==> config.mk <==
export PLATFORM = sky130hd
export DESIGN_NAME = sffp_top
export DESIGN_NICKNAME = d
export VERILOG_FILES = /design/src/rtl/sffp_pkg.sv /design/src/rtl/sffp_top.sv
export VERILOG_INCLUDE_DIRS = /design/src /design/src/rtl
export SDC_FILE = /design/constraint.sdc
export NUM_CORES = 2
export LEC_CHECK = 0
export BUFFER_PORTS_ARGS = -buffer_cell sky130_fd_sc_hd__buf_2
export CORE_MARGIN = 2
export CORE_UTILIZATION = 56
export CTS_BUF_LIST = sky130_fd_sc_hd__clkbuf_16
export CTS_CLUSTER_DIAMETER = 50
export DETAILED_ROUTE_END_ITERATION = 6
export PLACE_DENSITY_LB_ADDON = 0.1
export SLEW_MARGIN = 10
export SYNTH_ARGS = -nofsm -noshare
export SYNTH_HDL_FRONTEND = slang
export SYNTH_SLANG_ARGS = --single-unit
export TNS_END_PERCENT = 10
==> constraint.sdc <==
create_clock -name clk_i -period 8.38 [get_ports clk_i]
set_input_delay 1.676 -clock clk_i [delete_from_list [all_inputs] [get_ports clk_i]]
set_output_delay 1.676 -clock clk_i [all_outputs]
set_load 0.01 [all_outputs]
==> src/rtl/sffp_cfg.svh <==
/*
  offsets, field positions, reset values and timing figures of the
  static friction fault predictor.
  assumes: included by bare name from the package and the top module.
*/
`ifndef SFFP_CFG_SVH
`define SFFP_CFG_SVH

// ------------------------------------------------
// timing
// ------------------------------------------------
`define SFFP_CLK_HZ 50000000
`define SFFP_RUN_HOURS 3
`define SFFP_SEC_PER_HOUR 3600

// ------------------------------------------------
// register byte offsets
// ------------------------------------------------
`define SFFP_OFS_CTRL 8'h00
`define SFFP_OFS_AVG 8'h04
`define SFFP_OFS_DEV 8'h08
`define SFFP_OFS_STRETCH 8'h0c
`define SFFP_OFS_STATUS 8'h10
`define SFFP_OFS_UPPER 8'h14
`define SFFP_OFS_LOWER 8'h18
`define SFFP_OFS_IRQ_STAT 8'h1c
`define SFFP_OFS_IRQ_MASK 8'h20

// ------------------------------------------------
// control fields
// ------------------------------------------------
`define SFFP_MODE_LSB 0
`define SFFP_DIR_BIT 4
`define SFFP_MULT_LSB 8
`define SFFP_SRST_BIT 31

// ------------------------------------------------
// codes and reset values
// ------------------------------------------------
`define SFFP_MODE_OFF 4'h0
`define SFFP_MODE_AUTO 4'h1
`define SFFP_MODE_MANUAL 4'h2
`define SFFP_MODE_RESET 4'h3
`define SFFP_MULT_RST 4'h0
`define SFFP_MULT_SUBST 4'h5
`define SFFP_PST_OFF 4'h0
`define SFFP_PST_EXEC 4'h1
`define SFFP_PST_WARN 4'h2
`define SFFP_IRQ_W 3

`endif

==> src/rtl/sffp_pkg.sv <==
/*
  types of the static friction fault predictor.
  assumes: nothing beyond the config header.
*/
`include "sffp_cfg.svh"

package sffp_pkg;

  // ------------------------------------------------
  // types
  // ------------------------------------------------
  typedef logic [3:0] sffp_mode_t;
  typedef logic [3:0] sffp_pst_t;
  typedef enum logic [2:0] {
    SFFP_IDLE, SFFP_GATHER, SFFP_CALC, SFFP_ROOT, SFFP_DONE
  } sffp_auto_t;

endpackage

==> src/rtl/sffp_top.sv <==
/*
  static friction fault predictor: avalon-mm register slave, automatic
  threshold learner (mean, deviation by shift-subtract root), band
  comparator and interrupt logic.
  assumes: friction, estimator, run and travel inputs come from logic on
  clk_i; stored_mode_i is stable when rstn_i is released.
*/
// Local design decisions: the address map and the Avalon-MM register port.
`timescale 1ns/100ps
`include "sffp_cfg.svh"

module sffp_top #(
  parameter int F_W = 16,
  parameter int SMP_LOG2 = 8,
  parameter logic [39:0] RUN_CYCLES =
    40'(64'(`SFFP_RUN_HOURS) * 64'(`SFFP_SEC_PER_HOUR) * 64'(`SFFP_CLK_HZ))
) (
  input wire logic clk_i,
  input wire logic rstn_i,
  input wire logic [7:0] avs_address_i,
  input wire logic avs_read_i,
  input wire logic avs_write_i,
  input wire logic [31:0] avs_writedata_i,
  input wire logic [3:0] avs_byteenable_i,
  output logic [31:0] avs_readdata_o,
  output logic avs_waitrequest_o,
  input wire logic signed [F_W-1:0] friction_i,
  input wire logic friction_valid_i,
  input wire logic est_done_fwd_i,
  input wire logic est_done_rev_i,
  input wire logic running_i,
  input wire logic [31:0] travel_i,
  input wire sffp_pkg::sffp_mode_t stored_mode_i,
  output logic machine_diagnosis_warning_o,
  output sffp_pkg::sffp_pst_t pred_state_o,
  output logic irq_o
);
  import sffp_pkg::*;

  localparam int TW = F_W + 6;
  localparam int SW = F_W + SMP_LOG2;
  localparam int RW = 2 * F_W;
  localparam int QW = RW + SMP_LOG2;

  // ------------------------------------------------
  // helpers
  // ------------------------------------------------
  // byte-lane merge of a write into a register word
  function automatic logic [31:0] be_merge(input logic [31:0] cur, input logic [31:0] wd,
                                           input logic [3:0] be);
    logic [31:0] r;
    r = cur;
    for (int i = 0; i < 4; i++) begin
      if (be[i]) begin
        r[i*8 +: 8] = wd[i*8 +: 8];
      end
    end
    return r;
  endfunction

  // one band limit from average, deviation and multiplier
  function automatic logic signed [TW-1:0] band(input logic signed [F_W-1:0] a,
                                                input logic [F_W-1:0] d, input logic [3:0] m,
                                                input logic up);
    logic [3:0] em;
    logic [TW-1:0] p;
    em = (m == 4'h0) ? `SFFP_MULT_SUBST : m;
    p = TW'(d) * TW'(em);
    return up ? (TW'(a) + p) : (TW'(a) - p);
  endfunction

  // ------------------------------------------------
  // state
  // ------------------------------------------------
  sffp_mode_t mode_q;
  logic dir_q;
  logic [3:0] mult_q;
  logic signed [F_W-1:0] avg_q;
  logic [F_W-1:0] dev_q;
  logic [31:0] stretch_q;
  logic wait_q, srst_q, boot_q, thr_valid_q, warn_q, warn_d, irq_q;
  logic [31:0] rdata_q, rd_mux;
  logic signed [TW-1:0] upper_q, lower_q, fx;
  logic [`SFFP_IRQ_W-1:0] istat_q, imask_q, ev;
  sffp_pst_t pst_q;
  sffp_auto_t st_q;
  logic [39:0] run_q;
  logic [SMP_LOG2-1:0] cnt_q;
  logic signed [SW-1:0] sum_q, sum_sh;
  logic [QW-1:0] sumsq_q, msq;
  logic signed [RW-1:0] sq_w, mm_w;
  logic [RW:0] var_w;
  logic [RW-1:0] rad_q, res_q, bit_q, trial;
  logic signed [F_W-1:0] mean_w;
  logic acc, wr, gate_ok, active, thr_clr, learn_done;
  logic [31:0] ctrl_word, wmerge;

  // ------------------------------------------------
  // avalon-mm slave
  // ------------------------------------------------
  // one wait cycle, answer on the second
  assign acc = (avs_read_i | avs_write_i) & ~wait_q;
  assign wr = avs_write_i & acc;
  assign ctrl_word = {20'h0, mult_q, 3'h0, dir_q, mode_q};

  always_ff @(posedge clk_i or negedge rstn_i) begin
    if (!rstn_i) begin
      wait_q <= 1'b1;
    end else begin
      wait_q <= ~((avs_read_i | avs_write_i) & wait_q);
    end
  end

  // read mux, unmapped reads as zero
  always_comb begin
    unique case (avs_address_i)
      `SFFP_OFS_CTRL: rd_mux = ctrl_word;
      `SFFP_OFS_AVG: rd_mux = 32'(avg_q);
      `SFFP_OFS_DEV: rd_mux = 32'(dev_q);
      `SFFP_OFS_STRETCH: rd_mux = stretch_q;
      `SFFP_OFS_STATUS: rd_mux = {26'h0, thr_valid_q, warn_q, pst_q};
      `SFFP_OFS_UPPER: rd_mux = 32'(upper_q);
      `SFFP_OFS_LOWER: rd_mux = 32'(lower_q);
      `SFFP_OFS_IRQ_STAT: rd_mux = 32'(istat_q);
      `SFFP_OFS_IRQ_MASK: rd_mux = 32'(imask_q);
      default: rd_mux = 32'h0;
    endcase
  end

  always_ff @(posedge clk_i or negedge rstn_i) begin
    if (!rstn_i) begin
      rdata_q <= 32'h0;
    end else if (avs_read_i & wait_q) begin
      rdata_q <= rd_mux;
    end
  end

  assign wmerge = be_merge(rd_mux, avs_writedata_i, avs_byteenable_i);

  // ------------------------------------------------
  // control and settings
  // ------------------------------------------------
  assign thr_clr = srst_q && (mode_q == `SFFP_MODE_RESET);
  assign learn_done = (st_q == SFFP_DONE);

  // boot marker and software reset pulse
  always_ff @(posedge clk_i or negedge rstn_i) begin
    if (!rstn_i) begin
      boot_q <= 1'b1;
      srst_q <= 1'b0;
    end else begin
      boot_q <= 1'b0;
      srst_q <= wr && (avs_address_i == `SFFP_OFS_CTRL) && wmerge[`SFFP_SRST_BIT];
    end
  end

  // mode field, hardware updates win over software
  always_ff @(posedge clk_i or negedge rstn_i) begin
    if (!rstn_i) begin
      mode_q <= `SFFP_MODE_OFF;
      dir_q <= 1'b0;
      mult_q <= `SFFP_MULT_RST;
    end else if (boot_q) begin
      mode_q <= (stored_mode_i == `SFFP_MODE_RESET) ? `SFFP_MODE_AUTO : stored_mode_i;
    end else if (thr_clr) begin
      mode_q <= `SFFP_MODE_AUTO;
    end else if (learn_done) begin
      mode_q <= `SFFP_MODE_MANUAL;
    end else if (wr && avs_address_i == `SFFP_OFS_CTRL) begin
      mode_q <= wmerge[`SFFP_MODE_LSB +: 4];
      dir_q <= wmerge[`SFFP_DIR_BIT];
      mult_q <= wmerge[`SFFP_MULT_LSB +: 4];
    end
  end

  // average, deviation and stretch distance
  always_ff @(posedge clk_i or negedge rstn_i) begin
    if (!rstn_i) begin
      avg_q <= '0;
      dev_q <= '0;
      stretch_q <= 32'h0;
    end else if (thr_clr) begin
      avg_q <= '0;
      dev_q <= '0;
    end else if (learn_done) begin
      avg_q <= mean_w;
      dev_q <= res_q[F_W-1:0];
    end else if (wr) begin
      if (avs_address_i == `SFFP_OFS_AVG) begin
        avg_q <= wmerge[F_W-1:0];
      end
      if (avs_address_i == `SFFP_OFS_DEV) begin
        dev_q <= wmerge[F_W-1:0];
      end
      if (avs_address_i == `SFFP_OFS_STRETCH) begin
        stretch_q <= wmerge;
      end
    end
  end

  // ------------------------------------------------
  // learning gate
  // ------------------------------------------------
  // continuous run time, restarts when running stops
  always_ff @(posedge clk_i or negedge rstn_i) begin
    if (!rstn_i) begin
      run_q <= 40'h0;
    end else if (!running_i) begin
      run_q <= 40'h0;
    end else if (run_q != RUN_CYCLES) begin
      run_q <= run_q + 40'h1;
    end
  end

  assign gate_ok = (run_q == RUN_CYCLES) && (dir_q ? est_done_rev_i : est_done_fwd_i)
                   && (travel_i >= stretch_q);

  // ------------------------------------------------
  // automatic threshold learner
  // ------------------------------------------------
  assign sq_w = friction_i * friction_i;
  assign sum_sh = sum_q >>> SMP_LOG2;
  assign mean_w = sum_sh[F_W-1:0];
  assign msq = sumsq_q >> SMP_LOG2;
  assign mm_w = mean_w * mean_w;
  assign var_w = {1'b0, msq[RW-1:0]} - {1'b0, mm_w};
  assign trial = res_q + bit_q;

  // sample mean and variance, then integer root
  always_ff @(posedge clk_i or negedge rstn_i) begin
    if (!rstn_i) begin
      st_q <= SFFP_IDLE;
      cnt_q <= '0;
      sum_q <= '0;
      sumsq_q <= '0;
      rad_q <= '0;
      res_q <= '0;
      bit_q <= '0;
    end else if (mode_q != `SFFP_MODE_AUTO || thr_clr) begin
      st_q <= SFFP_IDLE;
    end else begin
      unique case (st_q)
        SFFP_IDLE: begin
          cnt_q <= '0;
          sum_q <= '0;
          sumsq_q <= '0;
          st_q <= SFFP_GATHER;
        end
        SFFP_GATHER: begin
          if (friction_valid_i && gate_ok) begin
            sum_q <= sum_q + SW'(friction_i);
            sumsq_q <= sumsq_q + QW'($unsigned(sq_w));
            cnt_q <= cnt_q + 1'b1;
            if (&cnt_q) begin
              st_q <= SFFP_CALC;
            end
          end
        end
        SFFP_CALC: begin
          rad_q <= var_w[RW] ? '0 : var_w[RW-1:0];
          res_q <= '0;
          bit_q <= RW'(1) << (RW - 2);
          st_q <= SFFP_ROOT;
        end
        SFFP_ROOT: begin
          if (bit_q == '0) begin
            st_q <= SFFP_DONE;
          end else begin
            if (rad_q >= trial) begin
              rad_q <= rad_q - trial;
              res_q <= (res_q >> 1) + bit_q;
            end else begin
              res_q <= res_q >> 1;
            end
            bit_q <= bit_q >> 2;
          end
        end
        SFFP_DONE: begin
          st_q <= SFFP_IDLE;
        end
      endcase
    end
  end

  // ------------------------------------------------
  // thresholds and band compare
  // ------------------------------------------------
  // limits follow the settings while in manual mode
  always_ff @(posedge clk_i or negedge rstn_i) begin
    if (!rstn_i) begin
      upper_q <= '0;
      lower_q <= '0;
      thr_valid_q <= 1'b0;
    end else if (thr_clr) begin
      upper_q <= '0;
      lower_q <= '0;
      thr_valid_q <= 1'b0;
    end else if (mode_q == `SFFP_MODE_MANUAL) begin
      upper_q <= band(avg_q, dev_q, mult_q, 1'b1);
      lower_q <= band(avg_q, dev_q, mult_q, 1'b0);
      thr_valid_q <= 1'b1;
    end else begin
      thr_valid_q <= 1'b0;
    end
  end

  assign active = (mode_q == `SFFP_MODE_MANUAL) && thr_valid_q;
  assign fx = TW'(friction_i);

  // warning level, re-judged on every friction sample
  always_comb begin
    warn_d = warn_q;
    if (!active) begin
      warn_d = 1'b0;
    end else if (friction_valid_i) begin
      warn_d = (fx > upper_q)
               || (fx < lower_q);
    end
  end

  always_ff @(posedge clk_i or negedge rstn_i) begin
    if (!rstn_i) begin
      warn_q <= 1'b0;
      pst_q <= `SFFP_PST_OFF;
    end else begin
      warn_q <= warn_d;
      pst_q <= !active ? `SFFP_PST_OFF : (warn_d ? `SFFP_PST_WARN : `SFFP_PST_EXEC);
    end
  end

  // ------------------------------------------------
  // interrupts
  // ------------------------------------------------
  assign ev = {learn_done, warn_q & ~warn_d, warn_d & ~warn_q};

  // sticky status, a new event wins over its clear
  always_ff @(posedge clk_i or negedge rstn_i) begin
    if (!rstn_i) begin
      istat_q <= '0;
      imask_q <= '0;
      irq_q <= 1'b0;
    end else begin
      if (wr && avs_address_i == `SFFP_OFS_IRQ_STAT) begin
        istat_q <= (istat_q & ~wmerge[`SFFP_IRQ_W-1:0]) | ev;
      end else begin
        istat_q <= istat_q | ev;
      end
      if (wr && avs_address_i == `SFFP_OFS_IRQ_MASK) begin
        imask_q <= wmerge[`SFFP_IRQ_W-1:0];
      end
      irq_q <= |(istat_q & imask_q);
    end
  end

  assign avs_readdata_o = rdata_q;
  assign avs_waitrequest_o = wait_q;
  assign machine_diagnosis_warning_o = warn_q;
  assign pred_state_o = pst_q;
  assign irq_o = irq_q;

endmodule

==> impl_metrics.ini <==
[clock_tree]
insertion_delay_ns = 0.63
cts_tree = yes
clkTransAtPathRegs_ns = 0.06
clock_sinks = 356
cts_buffers = 56
ctsLongestPathBuffers = 3
holdBufCountCts = 0
h-tree-depth = 2
root_buffer = clkbuf_16

[final_layout]
area_growth_pct = 15.6
drive_above_1_share_pct = 14.9
nets = 6856
antenna_cells = 0
stdcell_count = 6891

[setup_path]
critPathLaunchType = input pin
cp_common_cell = fa_1
crit_slowest_cell = fa_1
slowest_delay_ns = 0.53
arrival_ns = 9.14
worstPathRequired_ns = 8.92
worst_setup_path_end_kind = flop
crit_fanout = 7
critical_path_class = input pin to flop

[sta]
worstMarginPinSlew_ns = 1.01
finalCritPeriodShare_pct = 103
hold_viol_final = 0
clock_skew_ns = 0.0278
setup_tns_ns = -1.32
fin_hold_ws_ns = 0.474
final_max_slew_viol_count = 0
max_freq_ghz = 0.116
finalWorstSetupSlack_ns = -0.225
finalCriticalPeriod_ns = 8.60
rsz0062_at_grt = yes
relSlewSlack_pct = 32.4
setup_viol = 8

[hold_path]
hold_class = flop to flop

[yosys]
yosysSeqAreaShare_pct = 19.3
synth_ff_type = dfrtp_1
netlist_instances = 5337
synth_common_cells = 860 x inv_1, 577 x nand2_1, 508 x fa_1
async_flop_share_pct = 100
netlist_top_cells_area = fa_1 22%, dfrtp_1 19%, ha_1 13%
synth-edff-count = 0
synth.avg_cell_area_um2 = 8.66
ys_types = 88
yosysTopAreaCell = fa_1
syn_area_um2 = 46200
synth_seq_cells = 356
ys_warn_count = 0
synth.top_cell.area_share_pct = 22.0
synth_most_common_cell = inv_1

[flow_run]
cap_violations = 0

[placement]
gp_congestion = 0.948
detailed_place_hpwl_um = 105000
place_ws_ns = -1.15
port_buffers = 140
dp_cells = 6775

[pwr]
pwr-share-clk_pct = 10.3
p_leak_nw = 27.1
power_switching_mw = 10.5
seqPwrFrac_pct = 8.1
power.density_nw_per_um2 = 430
irDropWorstVdd_v = 0.00103
p_int_mw = 12.5
combPwrFrac_pct = 81.6
swShare_pct = 45.7

[grt]
grt_first_pass_wirelength_um = 211000
antenna_found_initial = 2
groute.usage.overall_pct = 31.0
grt_pass1_vias = 39100
grt_max_degree = 157
grt_overflow_total = 0

[routing]
wl_met2_um = 59800
drt-total-wl_um = 129000
highest_layer = met5
vias = 38800
drt-met1-wl_um = 57700
dr.pass1.iters = 7
drtIter0Drc = 2652
viasPerCell = 5.63
met3_length_um = 7910
ant_nets = 0
wl_per_cell_um = 18.8
drcViolationCount = 2

[floorplanning]
die_w_um = 291
io_pins = 143
rows = 105
core_um2 = 82000
design.die.area_um2 = 84900
start_util_pct = 56.4
die_h_um = 291

[status]
violations = DRC, setup timing
status = finished with violations
[per-stage QoR]
step | area, um^2 | util (%) | power, mW
global placement | 50800 | 61.9 | 18.2
floorplan | 46300 | - | 11.6
finish | 53500 | 65.2 | 23.0
global route | 53500 | 65.2 | 25.0
detailed placement | 50800 | 61.9 | 18.3
CTS | 52800 | 64.5 | 21.5
[flip-flops by register name (all words and copies together), names as in the netlist, 2 cells and up]
signal,cells
run_q,40
sumsq_q,40
avs_readdata_o,32
rad_q,32
res_q,32
stretch_q,32
sum_q,24
upper_q,22
lower_q,21
avg_q,16
bit_q,16
dev_q,16
cnt_q,8
mode_q,4
mult_q,4
imask_q,3
istat_q,3
st_q,3
pred_state_o,2
[power groups by stage]
stage / Clock [mW] / Combinational [mW] / Sequential (mW)
finish: 2.36 / 18.8 / 1.87
global route: 2.47 / 20.6 / 1.87
detailed placement: 0 / 16.4 / 1.89
global placement: 0 / 16.3 / 1.89
floorplan: 0 / 9.78 / 1.86
CTS: 2.39 / 17.3 / 1.86
[final cells by class]
| class | count | area, um^2 |
|---|---|---|
| Sequential cell | 356 | 8920 |
| Clock inverter | 49 | 482 |
| Timing Repair Buffer | 556 | 4020 |
| Fill cell | 7028 | 28500 |
| Clock buffer | 56 | 1400 |
| Tap cell | 1070 | 1340 |
| Inverter | 860 | 3230 |
| Multi-Input combinational cell | 3944 | 34100 |
[cell usage in the layout, fill, tap and decap left out, drive strengths merged, types with 43 or more instances in the layout]
| cell type | count |
|---|---|
| a21o | 94 |
| a21oi | 284 |
| a22oi | 43 |
| a31oi | 49 |
| and2 | 127 |
| and3 | 43 |
| buf | 552 |
| clkbuf | 60 |
| dfrtp | 354 |
| fa | 508 |
| ha | 470 |
| inv | 880 |
| nand2 | 577 |
| nand3 | 83 |
| nand4 | 49 |
| nor2 | 321 |
| nor2b | 59 |
| nor3 | 58 |
| o21ai | 332 |
| xnor2 | 215 |
| xor2 | 116 |
[worst paths after layout]
check / from / end / slack (ns) / depth (start not counted)
max in group asynchronous: rstn_i / res_q[19]$_DFFE_PN0P_ / 5.89 / 2
worst max-delay path: friction_i[7] / sumsq_q[38]$_DFFE_PN0P_ / -0.22 / 30
worst min-delay path: avs_readdata_o[21]$_DFFE_PN0P_ / avs_readdata_o[21]$_DFFE_PN0P_ / 0.47 / 2
min in group asynchronous: rstn_i / run_q[2]$_DFFE_PN0P_ / 1.04 / 1
worst max register to register: sum_q[15]$_DFFE_PN0P_ / rad_q[30]$_DFFE_PN0P_ / 0.19 / 35
worst min register to register: avs_readdata_o[21]$_DFFE_PN0P_ / avs_readdata_o[21]$_DFFE_PN0P_ / 0.47 / 2
[kinds of logic after synthesis]
family	count (synthesis)	synth area share [%]
AOI/OAI and AO/OA	1120	15.4
xor gates and xnor gates	331	6.27
adders and majority gates	978	34.7
buffers and inverters	1039	8.51
DFF	356	19.3
muxes	49	1.13
other	1	0.00811
and+or+nand+nor	1463	14.8
[what timing repair did]
item	4_1_cts	5_1_grt
buffers inserted	2	9
pin swaps	29	94
setup endpoints to repair	47	52
gates resized for setup	53	153
[worst max-delay path: cells and delay by family]
kind / cells / cell delay (ns)
compound gates: 8 / 1.36
xor+xnor: 1 / 0.14
fa+ha+maj: 8 / 3.56
buf+inv: 6 / 0.48
simple gates: 7 / 1.90
[metal layers]
metal  global-route usage (%)  vias to the layer above
met3                     3.89                      205
met4                     8.57                        4
met2                     50.5                     1042
met1                     43.8                    19000
li1                         -                    18500
met5                        0                        -
Note: power is estimated with default switching activity, not from simulation.
